File: src/common/opaddr_pkg.sv
// Package for the operand address generator: modes, register numbers, windows.
// Assumes a byte-wide register file of four banks of eight registers.
package opaddr_pkg;

    // ****************************************************************
    // Operand addressing modes
    // ****************************************************************
    typedef enum logic [3:0] {
        mode_implied,
        mode_register,
        mode_direct,
        mode_short_direct,
        mode_special_reg,
        mode_reg_indirect,
        mode_based,
        mode_based_indexed,
        mode_stack
    } addr_mode_t;

    // Implied-operand instruction classes
    typedef enum logic [2:0] {
        imp_none,
        imp_unsigned_byte_multiply,
        imp_unsigned_word_divide,
        imp_decimal_adjust_after_add,
        imp_decimal_adjust_after_sub,
        imp_digit_rotate_right,
        imp_digit_rotate_left
    } implied_op_t;

    // Stack operation kinds
    typedef enum logic [2:0] {
        stk_push,
        stk_pop,
        stk_call,
        stk_return,
        stk_irq_save
    } stack_op_t;

    // Byte register numbers by functional name
    localparam logic [2:0] REG_X = 3'h0;
    localparam logic [2:0] REG_A = 3'h1;
    localparam logic [2:0] REG_C = 3'h2;
    localparam logic [2:0] REG_B = 3'h3;
    localparam logic [2:0] REG_E = 3'h4;
    localparam logic [2:0] REG_D = 3'h5;
    localparam logic [2:0] REG_L = 3'h6;
    localparam logic [2:0] REG_H = 3'h7;
    // Register pair numbers
    localparam logic [1:0] PAIR_ACC  = 2'h0;
    localparam logic [1:0] PAIR_BC   = 2'h1;
    localparam logic [1:0] PAIR_DE   = 2'h2;
    localparam logic [1:0] PAIR_BASE = 2'h3;

    // Opcode of load accumulator from base pointer plus B
    localparam logic [7:0] OPC_LOAD_A_BASE_B = 8'hab;

    // Short direct window, its split, and the special register page with its unmapped gap
    localparam logic [7:0]  SHORT_SPLIT    = 8'h20;
    localparam logic [6:0]  SHORT_HIGH     = 7'h7f;
    localparam logic [15:0] SHORT_LO_ADDR  = 16'hfe20;
    localparam logic [15:0] SHORT_HI_ADDR  = 16'hff1f;
    localparam logic [15:0] SFR_BASE       = 16'hff00;
    localparam logic [7:0]  SFR_GAP_LO     = 8'hd0;
    localparam logic [7:0]  SFR_GAP_HI     = 8'hdf;

    // Reset values
    localparam logic [15:0] ADDR_RESET = 16'h0000;
    localparam logic [2:0]  REG_RESET  = 3'h0;

    // Request from the instruction decoder
    typedef struct packed {
        addr_mode_t  mode;
        implied_op_t imp_op;
        stack_op_t   stk_op;
        logic [7:0]  opcode;
        logic [2:0]  reg_field;
        logic [1:0]  pair_field;
        logic        word;
        logic        use_c_index;
        logic [15:0] imm;
    } decode_req_t;

    // Resolved operand
    typedef struct packed {
        logic        is_reg;
        logic        is_pair;
        logic [4:0]  reg_abs;
        logic        is_mem;
        logic [15:0] addr;
        logic        is_stack;
        logic        misaligned;
        logic        unmapped;
        logic [4:0]  dest_abs;
        logic        dest_pair;
    } operand_t;

endpackage : opaddr_pkg

File: src/core/operand_address_generator.sv
// Operand address generator: resolves one decoded operand per request.
// Assumes decoder and register file on i_clock; one-cycle answer latency.

// Operation
// [RULE1] Multiply takes accumulator byte, writes product into accumulator pair.
// [RULE2] Word divide uses accumulator pair as dividend and quotient.
// [RULE3] Decimal adjusts implicitly select the accumulator byte.
// [RULE4] Digit rotates implicitly select the accumulator byte.
// [RULE5] Register mode picks one of eight registers by 3-bit field and bank.
// [RULE6] Eight byte registers and four pairs, named by number or function.
// [RULE7] Direct mode uses 16-bit immediate as operand address, whole space.
// [RULE8] Short direct byte selects within FE20H..FF1FH window.
// [RULE9] FE20H..FEFFH is fast RAM, FF00H..FF1FH special registers.
// [RULE10] Address bit 8 cleared for 20H..FFH, set for 00H..1FH.
// [RULE11] Short direct forces bits 15..9 high, byte in bits 7..0.
// [RULE12] Word short direct operands sit at even addresses only.
// [RULE13] Special-register byte reaches FF00H..FFCFH and FFE0H..FFFFH.
// [RULE14] Word special registers must permit word access, even address. Code flags only an odd address, with no per-register word-access check.
// [RULE15] Register indirect uses selected bank DE or base pair as address.
// [RULE16] Based adds zero-extended byte to base pair, carry dropped.
// [RULE17] Based indexed adds zero-extended B or C to base pair, carry dropped.
// [RULE18] Opcode 10101011 loads accumulator from base pair plus B.
// [RULE19] Push, pop, call, return, interrupt save address through stack pointer.
// [RULE20] Stack lies only in internal fast RAM.
module operand_address_generator (
    input  wire logic                      i_clock,
    input  wire logic                      i_srst,
    input  wire logic                      i_valid,
    input  wire opaddr_pkg::decode_req_t   i_req,
    input  wire logic                      i_bank_select_bit_low,
    input  wire logic                      i_bank_select_bit_high,
    input  wire logic [15:0]               i_base_pointer_pair,
    input  wire logic [15:0]               i_index_pair,
    input  wire logic [7:0]                i_reg_b,
    input  wire logic [7:0]                i_reg_c,
    input  wire logic [15:0]               i_stack_pointer,
    output logic                           o_valid,
    output opaddr_pkg::operand_t           o_operand
);

    // ****************************************************************
    // Combinational resolution
    // ****************************************************************
    logic [1:0]            bank;
    opaddr_pkg::operand_t  res_d;
    logic [16:0]           base_sum;
    logic [7:0]            index_byte;

    assign bank = {i_bank_select_bit_high, i_bank_select_bit_low};

    // Index byte selection and base addition
    always_comb begin
        // [RULE18] fixed opcode forces B index
        if (i_req.opcode == opaddr_pkg::OPC_LOAD_A_BASE_B) begin
            index_byte = i_reg_b;
        end else if (i_req.use_c_index) begin
            index_byte = i_reg_c;
        end else begin
            index_byte = i_reg_b;
        end
        // [RULE16] based offset zero extended
        if (i_req.mode == opaddr_pkg::mode_based) begin
            base_sum = {1'b0, i_base_pointer_pair} + {9'h000, i_req.imm[7:0]};
        end else begin
            // [RULE17] indexed byte zero extended
            base_sum = {1'b0, i_base_pointer_pair} + {9'h000, index_byte};
        end
    end

    // Mode decode into the operand descriptor
    always_comb begin
        res_d           = '0;
        res_d.dest_abs  = {bank, opaddr_pkg::REG_A};
        // [RULE18] forced based indexed load
        if (i_req.opcode == opaddr_pkg::OPC_LOAD_A_BASE_B) begin
            res_d.is_mem = 1'b1;
            res_d.addr   = base_sum[15:0];
        end else begin
            case (i_req.mode)
                opaddr_pkg::mode_implied: begin
                    res_d.is_reg  = 1'b1;
                    res_d.reg_abs = {bank, opaddr_pkg::REG_A};
                    case (i_req.imp_op)
                        // [RULE1] multiply into pair
                        opaddr_pkg::imp_unsigned_byte_multiply: begin
                            res_d.dest_abs  = {bank, opaddr_pkg::PAIR_ACC, 1'b0};
                            res_d.dest_pair = 1'b1;
                        end
                        // [RULE2] divide on pair
                        opaddr_pkg::imp_unsigned_word_divide: begin
                            res_d.is_pair   = 1'b1;
                            res_d.reg_abs   = {bank, opaddr_pkg::PAIR_ACC, 1'b0};
                            res_d.dest_abs  = {bank, opaddr_pkg::PAIR_ACC, 1'b0};
                            res_d.dest_pair = 1'b1;
                        end
                        // [RULE3] decimal adjust on accumulator
                        opaddr_pkg::imp_decimal_adjust_after_add,
                        opaddr_pkg::imp_decimal_adjust_after_sub: begin
                            res_d.dest_abs = {bank, opaddr_pkg::REG_A};
                        end
                        // [RULE4] digit rotate on accumulator
                        opaddr_pkg::imp_digit_rotate_right,
                        opaddr_pkg::imp_digit_rotate_left: begin
                            res_d.dest_abs = {bank, opaddr_pkg::REG_A};
                        end
                        default: begin
                            res_d.dest_abs = {bank, opaddr_pkg::REG_A};
                        end
                    endcase
                end
                // [RULE5] [RULE6] banked register select
                opaddr_pkg::mode_register: begin
                    res_d.is_reg  = 1'b1;
                    res_d.is_pair = i_req.word;
                    if (i_req.word) begin
                        res_d.reg_abs = {bank, i_req.pair_field, 1'b0};
                    end else begin
                        res_d.reg_abs = {bank, i_req.reg_field};
                    end
                    res_d.dest_abs  = res_d.reg_abs;
                    res_d.dest_pair = i_req.word;
                end
                // [RULE7] absolute operand address
                opaddr_pkg::mode_direct: begin
                    res_d.is_mem     = 1'b1;
                    res_d.addr       = i_req.imm;
                    res_d.misaligned = i_req.word & i_req.imm[0];
                end
                // [RULE8] [RULE9] [RULE10] [RULE11] short direct window
                opaddr_pkg::mode_short_direct: begin
                    res_d.is_mem = 1'b1;
                    res_d.addr   = {opaddr_pkg::SHORT_HIGH,
                                    (i_req.imm[7:0] < opaddr_pkg::SHORT_SPLIT),
                                    i_req.imm[7:0]};
                    // [RULE12] odd word flagged
                    res_d.misaligned = i_req.word & i_req.imm[0];
                end
                // [RULE13] special register page
                opaddr_pkg::mode_special_reg: begin
                    res_d.is_mem   = 1'b1;
                    res_d.addr     = {opaddr_pkg::SFR_BASE[15:8], i_req.imm[7:0]};
                    res_d.unmapped = (i_req.imm[7:0] >= opaddr_pkg::SFR_GAP_LO) &&
                                     (i_req.imm[7:0] <= opaddr_pkg::SFR_GAP_HI);
                    // [RULE14] odd word flagged
                    res_d.misaligned = i_req.word & i_req.imm[0];
                end
                // [RULE15] pair contents as address
                opaddr_pkg::mode_reg_indirect: begin
                    res_d.is_mem = 1'b1;
                    if (i_req.pair_field == opaddr_pkg::PAIR_DE) begin
                        res_d.addr = i_index_pair;
                    end else begin
                        res_d.addr = i_base_pointer_pair;
                    end
                end
                opaddr_pkg::mode_based,
                opaddr_pkg::mode_based_indexed: begin
                    res_d.is_mem = 1'b1;
                    res_d.addr   = base_sum[15:0];
                end
                // [RULE19] stack pointer addressing
                opaddr_pkg::mode_stack: begin
                    res_d.is_mem   = 1'b1;
                    res_d.is_stack = 1'b1;
                    res_d.addr     = i_stack_pointer;
                    // [RULE20] outside fast RAM flagged
                    res_d.unmapped = (i_stack_pointer < opaddr_pkg::SHORT_LO_ADDR) ||
                                     (i_stack_pointer > opaddr_pkg::SFR_BASE - 16'h0001);
                end
                default: begin
                    res_d.unmapped = 1'b1;
                end
            endcase
        end
    end

    // ****************************************************************
    // Output registers
    // ****************************************************************
    // Answer valid one cycle after request
    always_ff @(posedge i_clock) begin
        if (i_srst) begin
            o_valid <= 1'b0;
        end else begin
            o_valid <= i_valid;
        end
    end

    // Operand descriptor capture
    always_ff @(posedge i_clock) begin
        if (i_srst) begin
            o_operand <= '0;
        end else if (i_valid) begin
            o_operand <= res_d;
        end
    end

    logic is_short;
    assign is_short = i_valid && i_req.mode == opaddr_pkg::mode_short_direct &&
                      i_req.opcode != opaddr_pkg::OPC_LOAD_A_BASE_B;
endmodule : operand_address_generator

File: config.mk
export PLATFORM = sky130hd
export DESIGN_NAME = operand_address_generator
export DESIGN_NICKNAME = d
export VERILOG_FILES = /design/src/common/opaddr_pkg.sv /design/src/core/operand_address_generator.sv
export SDC_FILE = /design/constraint.sdc
export NUM_CORES = 1
export LEC_CHECK = 0
export CAP_MARGIN = 15
export CORE_UTILIZATION = 41
export CTS_CLUSTER_SIZE = 20
export DETAILED_ROUTE_END_ITERATION = 7
export DONT_BUFFER_PORTS = 1
export HOLD_SLACK_MARGIN = 0.06
export PLACE_DENSITY = 0.63
export SLEW_MARGIN = 5
export SYNTH_ARGS = -nofsm -noshare
export SYNTH_HDL_FRONTEND = slang
export SYNTH_SLANG_ARGS = --single-unit
File: constraint.sdc
create_clock -name i_clock -period 4.1 [get_ports i_clock]
set_clock_uncertainty 0.05 [all_clocks]
set_input_delay 0.615 -clock i_clock [delete_from_list [all_inputs] [get_ports i_clock]]
set_output_delay 0.615 -clock i_clock [all_outputs]
set_load 0.01 [all_outputs]
* After elaboration in Yosys (flattened, before gate mapping)
Cells that the tools add are included.
Cells by class: add/subtract/negate cells 2, multiply operators 0, div/mod/pow operators 0, magnitude comparators 5, eq/ne operators 12, shift-type cells 0, muxes and demuxes 17, bitwise operators 1, reduce and logical (&&, ||, !) cells 7
Operator list (number):
- $pmux W17 S6 | 1
- $add A16 B8 Y16 | 2
- $mux W16 | 2
- $mux W17 | 1
- $eq A4 B3 Y1 const B | 4
- $gt A16 B16 Y1 const B | 1
- $lt A16 B16 Y1 const B | 1
- $mux W8 | 2
- $pmux W7 S2 | 1
- $mux W9 | 1
- $eq A4 B2 Y1 const B | 2
- $eq A8 B8 Y1 const B | 1
- $ge A8 B8 Y1 const B | 1
- $le A8 B8 Y1 const B | 1
- $lt A8 B6 Y1 const B | 1
- $pmux W4 S2 | 1
- $mux W7 | 1
- $reduce_or A7 Y1 | 1
- $mux W6 | 1
- $eq A4 B1 Y1 const B | 1
- $eq A4 B4 Y1 const B | 1
- $logic_not A4 Y1 | 1
- $mux W1 | 4
- $reduce_or A2 Y1 | 2
- other kinds (9) | 9
Word-level totals: flip-flop bits (word level) 34, bits in latches 0, RAM bits 0, ROM bits 0, input bits 110, memories kept 0

* Longest topological paths before layout
Gate-level depths: netlist of the first run.
depth after elaboration 6, depth in mapped cells 15, mapped depth without buffers 14

* Worst setup path before layout of the first run
Ideal clock, no wire load.
path type in2reg, from in i_req[40] in the netlist's numbering, to reg o_operand[23] in the netlist's numbering, library setup time 0.091 ns, arrival time 3.635 ns, required time 3.959 ns, slack 0.324 ns, stages 15, path buffers 2, cells stage by stage buf_2 nand3b_1 nor2_1 clkbuf_1 nand2_1 o21ai_0 ha_1 inv_1 fa_1 and2b_1 nor2_1 o21ai_4 a31oi_1 or4_1 a311oi_1
On the way: word-level cells in the longest chain between the ends 4, elaborated cells on any way between the ends 11, those cells by class 7 x eq/ne; 3 x mux; 1 x reduce/logical
RTL lines:
- start, declared | line operand_address_generator.sv:29 | input wire opaddr_pkg::decode_req_t i_req,
- $eq A4 B3 Y1 (on tied branches) | line operand_address_generator.sv:62, operand_address_generator.sv:79
- $mux W16 or $reduce_or A2 Y1 (tied branches) | line operand_address_generator.sv:62, operand_address_generator.sv:79
- $pmux W17 S6 | line operand_address_generator.sv:79 | case (i_req.mode)
- $mux W17 * | line operand_address_generator.sv:75 | if (i_req.opcode == opaddr_pkg::OPC_LOAD_A_BASE_B) begin
- end signal, assigned | line operand_address_generator.sv:194 | o_operand <= res_d;
- end, declared | line operand_address_generator.sv:38 | output opaddr_pkg::operand_t o_operand
Mark *: on every way between the ends. The rest lies on a longest branch, timed or not. A chain may end at the register's enable or synchronous reset.

* Final worst setup path of the first run
from in i_req[27] in the netlist's numbering, to reg o_operand[23] in the netlist's numbering
On the way: word-level cells in the longest chain between the ends 6
RTL lines:
- $eq A8 B8 Y1 * | line operand_address_generator.sv:54, operand_address_generator.sv:75
- $mux W8 | line operand_address_generator.sv:54 | if (i_req.opcode == opaddr_pkg::OPC_LOAD_A_BASE_B) begin
- $add A16 B8 Y16 | line operand_address_generator.sv:66 | base_sum = {1'b0, i_base_pointer_pair} + {9'h000, index_byte};
- $mux W16 | line operand_address_generator.sv:62 | if (i_req.mode == opaddr_pkg::mode_based) begin
- $pmux W17 S6 | line operand_address_generator.sv:79
- $mux W17 * | line operand_address_generator.sv:75
Marked as above.

==> impl_metrics.csv, run 1 <==
group,metric,value,unit
clock_tree,post_cts_buffers,0,
logic_synthesis,yosysWarnings,0,
logic_synthesis,synthSimpleGateAreaFrac,26.3,%
layout,n_fill_cell,715,
route,routed_wl,10200,um
logic_synthesis,async_flop_share,0,%
logic_synthesis,synth_compound_area_share,28.9,%
layout,area_growth,5.24,%
clock_tree,hold_buffers,0,
clock_tree,numClockSinks,32,
route,antenna_left,0,
critical_path,cpLargestDelayFamily,"simple AND/OR/NAND/NOR gates",
critical_path,critPathKind,"in2reg",
floorplan,rows,30,
global_routing,grt_start_max_net_pins,47,
global_routing,first_global_vias,2878,
critical_path,r2r-start,"o_operand[24]",
global_routing,gr-total-overflow,0,
critical_path,max_stage_delay,0.45,ns
sta,finalHoldViolCount,0,
sta,setup_viol,0,
clock_tree,cts_made_buffers,5,
sta,period_share,85.6,%
sta,setup_tns,0,ns
critical_path,cp_cell_sequence,"nand4b_1, or2_0, nand2_2, mux2i_1, o21ai_0, ha_1, inv_1, fa_1, and2b_1, nor2_1, o21ai_4, a31oi_1, or4_1, a311oi_1",
logic_synthesis,synthXorXnorAreaFrac,1.16,%
route,drc,0,
floorplan,die_h,87.7,um
clock_tree,cts_resized,0,
global_routing,grt_usage,25.4,%
route,drtIter0Drc,157,
critical_path,slowest_stage,"or4_1",
logic_synthesis,netlist_top_cells_count,"nand2_1, nor2_1, dfxtp_1, a21oi_1, o21ai_0",
sta,slew_violations,0,
critical_path,endpoint_kind,"flip-flop",
clock_tree,root_buffer,"clkbuf_8",
critical_path,reg2reg_depth,3,
critical_path,cp_max_fo,4,
critical_path,startpoint_type,"input port",
placement,io_buffers,0,
logic_synthesis,synth_area_leaders,"dfxtp_1, mux2i_1, nand2_1",
clock_tree,path_clk_slew,0.07,ns
layout,final_nets,502,
worst_hold_path,holdCritPathClass,"in2reg",
power,ir_worst_vdd,0.146,mV
layout,fin_area,0.00317,sq mm
critical_path,crit_start,"i_req[27]",
route,drt-wirelength-per-cell,21.4,um
placement,postPlaceCellArea,0.00304,sq mm
route,num_vias,3127,
power,totalPowerFinal,0.000908,W
clock_tree,cts_tree,"done",
placement,hpwl,7750,um
logic_synthesis,synth.most_common_cell,"nand2_1",
power,power_density,287,mW/mm^2
sta,worst_pin_slew,1.02,ns
sta,max_freq,285,MHz
logic_synthesis,syn-mean-instance-area,7.61,sq um
layout,num_antenna_cells,0,
sta,finalWorstSetupSlack,0.591,ns
logic_synthesis,synth_top_family_by_area,"compound AO/OA/AOI/OAI gates",
flow_run,max-cap-violations,0,
floorplan,io_pins,144,
sta,rsz0062_at_grt,"false",
placement,dp.cells,470,
global_routing,antenna_found_initial,0,
power,power.leakage,1.12,nW
clock_tree,htree_num_levels,2,
sta,period_needed,3.51,ns
logic_synthesis,netlist_area,0.00301,sq mm
logic_synthesis,synthFlopType,"dfxtp_1",
logic_synthesis,synth_nets,516,
layout,drive_gt1_share,10.7,%
logic_synthesis,muxShareOfSynthArea,11.6,%
worst_hold_path,worstHoldStart,"i_srst",
route,drt_pass1_iterations,5,
critical_path,worstReg2RegEnd,"o_operand[24]",
run_status,status,"finished clean",
logic_synthesis,yosys.area.top_type,"dfxtp_1",
clock_tree,cts_buffer_depth,2,
floorplan,floorplan.initialDensity,43.3,%
logic_synthesis,netlist_instances,395,
route,via_per_inst,6.54,
critical_path,cp.arrival,3.65,ns
floorplan,dieArea,0.00768,sq mm
logic_synthesis,yosysTopAreaCellShare,21.3,%
critical_path,reg2reg_slack,2.96,ns
floorplan,core_area,0.00694,sq mm
logic_synthesis,yosys.cell_types.count,66,
critical_path,crit_buf_inv,1,
placement,routabilityCongestion,0.921,
worst_hold_path,hold_end,"o_valid",
logic_synthesis,synthAdderAreaFrac,4.83,%
placement,post-place-ws,0.373,ns
worst_hold_path,worstHoldPathCells,1,
layout,layout.cells.non_filler,478,
logic_synthesis,ys_seq_elements,32,
critical_path,crit_required,4.24,ns
floorplan,die_w,87.7,um
clock_tree,clk_latency,0.28,ns
logic_synthesis,synth-edff-count,0,
logic_synthesis,seq_area_frac_synth,21.3,%
global_routing,grt_pass1_wl,14700,um
sta,relSlewSlack,31.6,%
==> per-stage QoR <==
stage	hold WS, ns	util (%)
after global routing	0.328	45.6
after CTS	0.332	45.6
final	0.343	45.6
after detailed placement	0.451	43.8
after floorplan	0.426	-
after global placement	0.442	43.8
==> routing by layer <==
| metal | part of all wire, % | up-vias | track usage, % |
|---|---|---|---|
| li1 | - | 1460 | - |
| met1 | 40 | 1456 | 32.1 |
| met2 | 47 | 191 | 43.3 |
| met3 | 11 | 20 | 5.75 |
| met4 | 2.0 | 0 | 6.86 |
| met5 | 0 | - | 0 |
==> final cells by class <==
class | count | area [sq um] | area share, %
clock buffer | 7 | 96.3 | 3.04
clock inverter | 1 | 30.0 | 0.949
inverter | 7 | 26.3 | 0.830
multi-input combinational | 327 | 2190 | 69.2
sequential | 32 | 641 | 20.2
tap | 96 | 120 | 3.79
timing repair buffer | 8 | 60.1 | 1.90
==> sequential cells by signal (all words and copies together), names as in the netlist <==
name	flops
o_operand	31
o_valid	1
==> cells in the final DEF, fill, tap and decap left out, types with 3 or more instances in the layout <==
cell type | Yosys | final
a222oi_1 | 7 | 7
ha_1 | 10 | 10
o21ai_1 | 7 | 7
nand4b_1 | 3 | 3
o21bai_1 | 3 | 3
clkbuf_8 | 0 | 7
nor2_1 | 33 | 33
inv_1 | 7 | 7
and2_1 | 4 | 4
nor2_2 | 3 | 3
a311oi_1 | 8 | 8
dfxtp_1 | 32 | 32
mux2_2 | 13 | 13
buf_4 | 5 | 8
xor2_1 | 4 | 4
nand4_1 | 6 | 6
a21o_1 | 7 | 7
or3_1 | 6 | 6
a221o_1 | 5 | 5
nand3_1 | 14 | 14
mux2i_1 | 18 | 18
a31oi_1 | 4 | 4
nor3_1 | 10 | 10
o31ai_1 | 3 | 3
a211oi_1 | 6 | 6
nand2_1 | 46 | 46
o21ai_0 | 26 | 26
a32oi_1 | 4 | 4
and3_1 | 5 | 5
a21oi_1 | 30 | 30
nand3b_1 | 3 | 3
==> worst max-delay path by stage <==
stage                    end  slack, ns  cells after the start
6_report       o_operand[23]       0.59                     14
2_1_floorplan  o_operand[23]       0.32                     15
5_1_grt        o_operand[23]       0.39                     14
3_3_place_gp   o_operand[16]       0.42                     13
4_1_cts        o_operand[23]       0.65                     14
3_5_place_dp   o_operand[16]       0.37                     13
==> where the power goes <==
part / switching (W) / internal (W) / total (W)
clock network: 0.000119 / 0.000214 / 0.000333
registers: 0.0000191 / 0.000326 / 0.000345
logic: 0.000128 / 0.000101 / 0.000229
==> cell families (layout without fill, tap and decap cells) <==
kind of cell,Yosys count,after routing
AO/OA/AOI/OAI,126,126
XOR/XNOR,4,4
adder cells (fa/ha/maj),11,11
flip-flops,32,32
multiplexers,33,33
buffers and inverters,36,23
AND/OR/NAND/NOR,153,153
Power figures use the tool's default switching activity.
==> run 2, diff against run 1 <==
Settings changed: CELL_PAD_IN_SITES_DETAIL_PLACEMENT from default to 1, CELL_PAD_IN_SITES_GLOBAL_PLACEMENT from default to 1, GPL_TIMING_DRIVEN from default to 0, PLACE_DENSITY 0.63 to 0.83.
==> run 2 against run 1 <==
- cell area up 4.0%
- die area unchanged
- critical path type unchanged
- utilization grew 1.8 points
- combinational power up 18%
- non-clock buffer count is 24 higher
- cell count rose by 5.0%
- highest routed layer is now met5
- first-iteration DRC count up 52%
- setup slack got worse by 0.29 ns
- flip-flop and latch count unchanged
- sequential share of layout area fell by 0.78 points
- total power grew 5.3%
- worst hold slack improved by 0.0098 ns
==> impl_metrics.csv, run 2 (synthesized netlist as in run 1, its figures left out) <==
group,metric,value,unit
placement,hpwl,9260,um
critical_path,slowest_stage,"or4_1",
global_routing,first_global_vias,3392,
worst_hold_path,worstHoldPathCells,1,
sta,relSlewSlack,41.2,%
power,power_density,290,mW/mm^2
critical_path,reg2reg_slack,2.85,ns
layout,layout.cells.non_filler,502,
placement,dp.cells,491,
route,drc,0,
route,via_per_inst,6.64,
clock_tree,cts_tree,"done",
route,drt-wirelength-per-cell,23.8,um
critical_path,cpLargestDelayFamily,"simple AND/OR/NAND/NOR gates",
global_routing,grt_usage,30.5,%
clock_tree,htree_num_levels,2,
floorplan,floorplan.initialDensity,43.3,%
flow_run,max-cap-violations,0,
sta,period_share,92.7,%
placement,postPlaceCellArea,0.00313,sq mm
clock_tree,root_buffer,"clkbuf_8",
power,clkPwrFrac,35.6,%
sta,rsz0062_at_grt,"false",
power,comb_power_share,28.3,%
worst_hold_path,hold_end,"o_operand[19]",
power,power_switching,0.000307,W
global_routing,grt_start_max_net_pins,11,
critical_path,crit_required,4.25,ns
floorplan,die_w,87.7,um
sta,setup_viol,0,
floorplan,core_area,0.00694,sq mm
route,drt_pass1_iterations,5,
clock_tree,cts_buffer_depth,2,
critical_path,cp_max_fo,10,
sta,max_freq,263,MHz
route,routed_wl,11900,um
clock_tree,cts_made_buffers,5,
floorplan,dieArea,0.00768,sq mm
clock_tree,hold_buffers,0,
sta,slew_violations,0,
placement,routabilityCongestion,0.856,
worst_hold_path,holdCritPathClass,"in2reg",
critical_path,reg2reg_depth,3,
clock_tree,numClockSinks,32,
layout,drive_gt1_share,12.8,%
layout,regMostFlops,"o_operand",
floorplan,rows,30,
power,power.leakage,1.19,nW
power,seq_power_share,36.2,%
clock_tree,path_clk_slew,0.07,ns
layout,multi_input_area,0.00220,sq mm
critical_path,startpoint_type,"input port",
critical_path,cp_cell_sequence,"nand4b_1, or2_0, clkbuf_2, nand2_4, mux2i_1, o21ai_0, ha_1, inv_1, fa_1, and2b_1, nor2_1, o21ai_4, a31oi_1, or4_1, a311oi_1",
sta,worst_pin_slew,0.875,ns
critical_path,max_stage_delay,0.45,ns
layout,final_nets,526,
floorplan,die_h,87.7,um
layout,final_common_cell,"nand2_1",
critical_path,endpoint_kind,"flip-flop",
sta,finalWorstSetupSlack,0.301,ns
route,num_vias,3335,
placement,io_buffers,0,
layout,num_antenna_cells,0,
route,antenna_left,0,
layout,n_fill_cell,878,
global_routing,gr-total-overflow,0,
run_status,status,"finished clean",
power,sw_frac_of_total,32.2,%
sta,period_needed,3.80,ns
critical_path,r2r-start,"o_operand[24]",
sta,setup_tns,0,ns
sta,holdWs,0.353,ns
layout,reg.largest.list,"o_operand (31), o_valid (1)",
power,ir_worst_vdd,0.130,mV
global_routing,grt_pass1_wl,17500,um
critical_path,worstReg2RegEnd,"o_operand[24]",
clock_tree,clk_latency,0.29,ns
floorplan,io_pins,144,
critical_path,critPathKind,"in2reg",
layout,largest_register_ffs,31,
placement,post-place-ws,-0.667,ns
route,drtIter0Drc,238,
global_routing,antenna_found_initial,1,
layout,area_growth,9.44,%
power,p_int,0.000649,W
layout,fin_area,0.00329,sq mm
layout,regArea,641,sq um
critical_path,cp.arrival,3.95,ns
layout,layout_common_cells,"nand2_1, nor2_1, dfxtp_1, a21oi_1, o21ai_0",
worst_hold_path,worstHoldStart,"i_srst",
critical_path,crit_buf_inv,2,
sta,finalHoldViolCount,0,
## run 2: stage by stage
step / power, W / utilization [%]
after floorplan: 0.000547 / -
after global placement: 0.000603 / 45.0
after detailed placement: 0.000611 / 45.0
after CTS: 0.000948 / 47.1
after global routing: 0.000996 / 47.4
final: 0.000956 / 47.4
## run 2: timing repair
action                                  4_1_cts  5_1_grt
resized for setup                             4        1
pin swaps                                     0        1
hold endpoints to repair                      0        0
setup buffers                                 1        2
endpoints found under the setup margin        5        2
## run 2: cell type report
type / instances / area share [%]
Buffer: 29 / 4.68
Clock buffer: 7 / 2.93
Clock inverter: 1 / 0.912
Inverter: 7 / 0.798
Multi-Input combinational cell: 327 / 66.9
Sequential cell: 32 / 19.5
Tap cell: 96 / 3.65
Timing Repair Buffer: 3 / 0.684
## run 2: worst max-delay path by stage
| stage | to | startpoint | cells after the start |
|---|---|---|---|
| after global routing | o_operand[23] | i_req[27] | 15 |
| after detailed placement | o_operand[23] | i_req[40] | 15 |
| after global placement | o_operand[23] | i_req[40] | 15 |
| final | o_operand[23] | i_req[27] | 15 |
| after CTS | o_operand[23] | i_req[27] | 15 |
| after floorplan | o_operand[23] | i_req[40] | 15 |
## run 2: power by group through the flow
stage / Combinational, W / Sequential [W] / Clock (W)
final: 0.000270 / 0.000346 / 0.000340
after global routing: 0.000293 / 0.000347 / 0.000357
after CTS: 0.000262 / 0.000346 / 0.000341
after detailed placement: 0.000259 / 0.000353 / 0
after global placement: 0.000251 / 0.000352 / 0
after floorplan: 0.000199 / 0.000348 / 0
## run 2: metal layers
layer  up-vias  track usage [%]  wire, um
li1       1508                -         -
met1      1603             36.3      4720
met2       195             52.8      5700
met3        27             8.39      1220
met4         2             10.4       280
met5         -                0        13
## run 2: worst register-to-register path: stages (launching register included)
cell and delay, ns:
dfxtp_1 0.42, o21bai_1 0.12, a2111oi_0 0.42, o21bai_1 0.17
==> run 3, diff against run 2 <==
Settings changed: ABC_AREA from default to 1, PLACE_DENSITY 0.83 to 0.88.
==> run 3 against run 2 <==
- cell count grew 22%
- combinational power shrank 12%
- highest routed layer is now met4
- worst hold slack gained 0.071 ns
- global-route usage grew 0.97 points
- largest power group unchanged
- critical endpoint is now o_operand[21]
==> impl_metrics.csv, run 3 <==
group,metric,value,unit
logic_synthesis,netlist_top_cells_count,"nand2_1, nand3_1, inv_1, nor2_1, a21oi_1",
critical_path,worstReg2RegEnd,"o_operand[31]",
floorplan,floorplan.initialDensity,42.8,%
sta,max_freq,302,MHz
critical_path,critPathKind,"in2reg",
logic_synthesis,synthFlopType,"dfxtp_1",
global_routing,grt_usage,31.5,%
route,drt_pass1_iterations,4,
sta,setup_tns,0,ns
critical_path,cp_max_fo,10,
clock_tree,cts_resized,0,
critical_path,r2r-start,"o_operand[31]",
route,drtIter0Drc,188,
sta,worst_pin_slew,0.693,ns
logic_synthesis,seq_area_frac_synth,21.9,%
logic_synthesis,netlist_instances,507,
placement,hpwl,9420,um
sta,rsz0062_at_grt,"false",
floorplan,die_w,86.5,um
flow_run,max-cap-violations,0,
route,routed_wl,11500,um
sta,finalHoldViolCount,0,
logic_synthesis,ys_seq_elements,32,
layout,drive_gt1_share,5.44,%
clock_tree,root_buffer,"clkbuf_8",
clock_tree,hold_buffers,0,
logic_synthesis,yosys.cell_types.count,40,
layout,layout_common_cells,"nand2_1, nand3_1, inv_1, nor2_1, a21oi_1",
global_routing,grt_start_max_net_pins,11,
layout,area_growth,8.42,%
power,power_density,288,mW/mm^2
global_routing,antenna_found_initial,0,
sta,slew_violations,0,
worst_hold_path,worstHoldStart,"i_bank_select_bit_high",
placement,io_buffers,0,
logic_synthesis,synth_nets,628,
sta,holdWs,0.423,ns
clock_tree,path_clk_slew,0.07,ns
sta,period_needed,3.32,ns
critical_path,reg2reg_slack,3.27,ns
critical_path,slowest_stage,"fa_1",
clock_tree,clk_latency,0.28,ns
logic_synthesis,netlist_area,0.00293,sq mm
clock_tree,post_cts_buffers,0,
route,antenna_left,0,
layout,reg.largest.list,"o_operand (31), o_valid (1)",
floorplan,rows,30,
logic_synthesis,async_flop_share,0,%
placement,dp.cells,603,
floorplan,die_h,86.5,um
layout,final_nets,635,
critical_path,endpoint_kind,"flip-flop",
worst_hold_path,hold_end,"o_operand[5]",
clock_tree,cts_buffer_depth,2,
power,ir_worst_vdd,0.188,mV
layout,largest_register_ffs,31,
clock_tree,cts_tree,"done",
floorplan,core_area,0.00683,sq mm
layout,n_fill_cell,1011,
critical_path,reg2reg_depth,2,
layout,final_common_cell,"nand2_1",
floorplan,io_pins,144,
route,via_per_inst,5.82,
sta,relSlewSlack,53.5,%
logic_synthesis,yosysWarnings,0,
placement,routabilityCongestion,0.896,
sta,period_share,80.9,%
layout,layout.cells.non_filler,611,
run_status,status,"finished clean",
logic_synthesis,synth_area_leaders,"dfxtp_1, nand2_1, nand3_1",
logic_synthesis,syn-mean-instance-area,5.77,sq um
global_routing,gr-total-overflow,0,
clock_tree,htree_num_levels,2,
global_routing,first_global_vias,3720,
clock_tree,numClockSinks,32,
floorplan,dieArea,0.00748,sq mm
critical_path,max_stage_delay,0.42,ns
layout,num_antenna_cells,0,
logic_synthesis,yosysTopAreaCellShare,21.9,%
critical_path,cp.arrival,3.44,ns
worst_hold_path,worstHoldPathCells,2,
logic_synthesis,synth-edff-count,0,
sta,setup_viol,0,
critical_path,startpoint_type,"input port",
power,power.leakage,1.50,nW
layout,regMostFlops,"o_operand",
global_routing,grt_pass1_wl,18000,um
critical_path,crit_required,4.23,ns
route,num_vias,3557,
route,drc,0,
worst_hold_path,holdCritPathClass,"in2reg",
logic_synthesis,synth.most_common_cell,"nand2_1",
layout,fin_util,46.4,%
logic_synthesis,yosys.area.top_type,"dfxtp_1",
clock_tree,cts_made_buffers,5,
power,totalPowerFinal,0.000914,W
route,drt-wirelength-per-cell,18.8,um
critical_path,cp_cell_sequence,"inv_1, nand2_1, nor2_2, nand2_4, clkbuf_8, a31oi_1, ha_1, inv_1, fa_1, inv_1, nand3_1, nand3_1, nand2_1, nand2_1, nand3_1, nand3_1, nand2_1, a21oi_1, nor2_1",
## run 3: layer usage
metal	GRT usage, %	wire [um]	up-vias
met2	56.8	5590	168
met4	8.33	196	0
met5	0	0	-
met3	8.38	1110	20
met1	36.7	4580	1679
li1	-	-	1690
## run 3: cell families after synthesis
group	share of synthesized area [%]
xor+xnor	1.50
simple gates	41.3
buf+inv	10.9
compound gates	19.5
fa+ha+maj	4.96
flops	21.9
## run 3: stage by stage
| step | worst slack (ns) | area (sq um) |
|---|---|---|
| after floorplan | 1.12 | 2930 |
| after global placement | 0.624 | 3050 |
| after detailed placement | 0.534 | 3050 |
| after CTS | 0.826 | 3170 |
| after global routing | 0.521 | 3170 |
| final | 0.784 | 3170 |
## run 3: how the worst max path moves through the flow
stage / start / to / slack, ns / cells after the start
global placement: i_req[40] / o_operand[21] / 0.62 / 19
floorplan: i_req[40] / o_operand[21] / 1.12 / 19
detailed placement: i_req[40] / o_operand[21] / 0.53 / 19
finish: i_req[40] / o_operand[21] / 0.78 / 19
global route: i_req[40] / o_operand[21] / 0.52 / 19
CTS: i_req[40] / o_operand[21] / 0.83 / 19
## run 3: cell type report
| class | instances | area (sq um) | share of cell area, % |
|---|---|---|---|
| plain buffers | 18 | 108 | 3.39 |
| flip-flops and latches | 32 | 641 | 20.2 |
| inverters | 56 | 210 | 6.62 |
| multi-input cells | 401 | 1970 | 62.0 |
| clock buffers | 7 | 96.3 | 3.04 |
| well taps | 96 | 120 | 3.79 |
| clock inverters | 1 | 30.0 | 0.946 |
## run 3: report_power, final
| group | switching (W) | internal, W | total, W |
|---|---|---|---|
| Sequential | 0.0000178 | 0.000326 | 0.000344 |
| Combinational | 0.000158 | 0.0000788 | 0.000237 |
| Clock | 0.000118 | 0.000214 | 0.000333 |
| Total | 0.000294 | 0.000620 | 0.000914 |
## run 3: worst max-delay path, delay by kind of cell
family                     cells  cell delay, ns
adders and majority gates      2            0.63
and+or+nand+nor               11            1.38
buffers and inverters          4            0.45
AOI/OAI and AO/OA              2            0.36
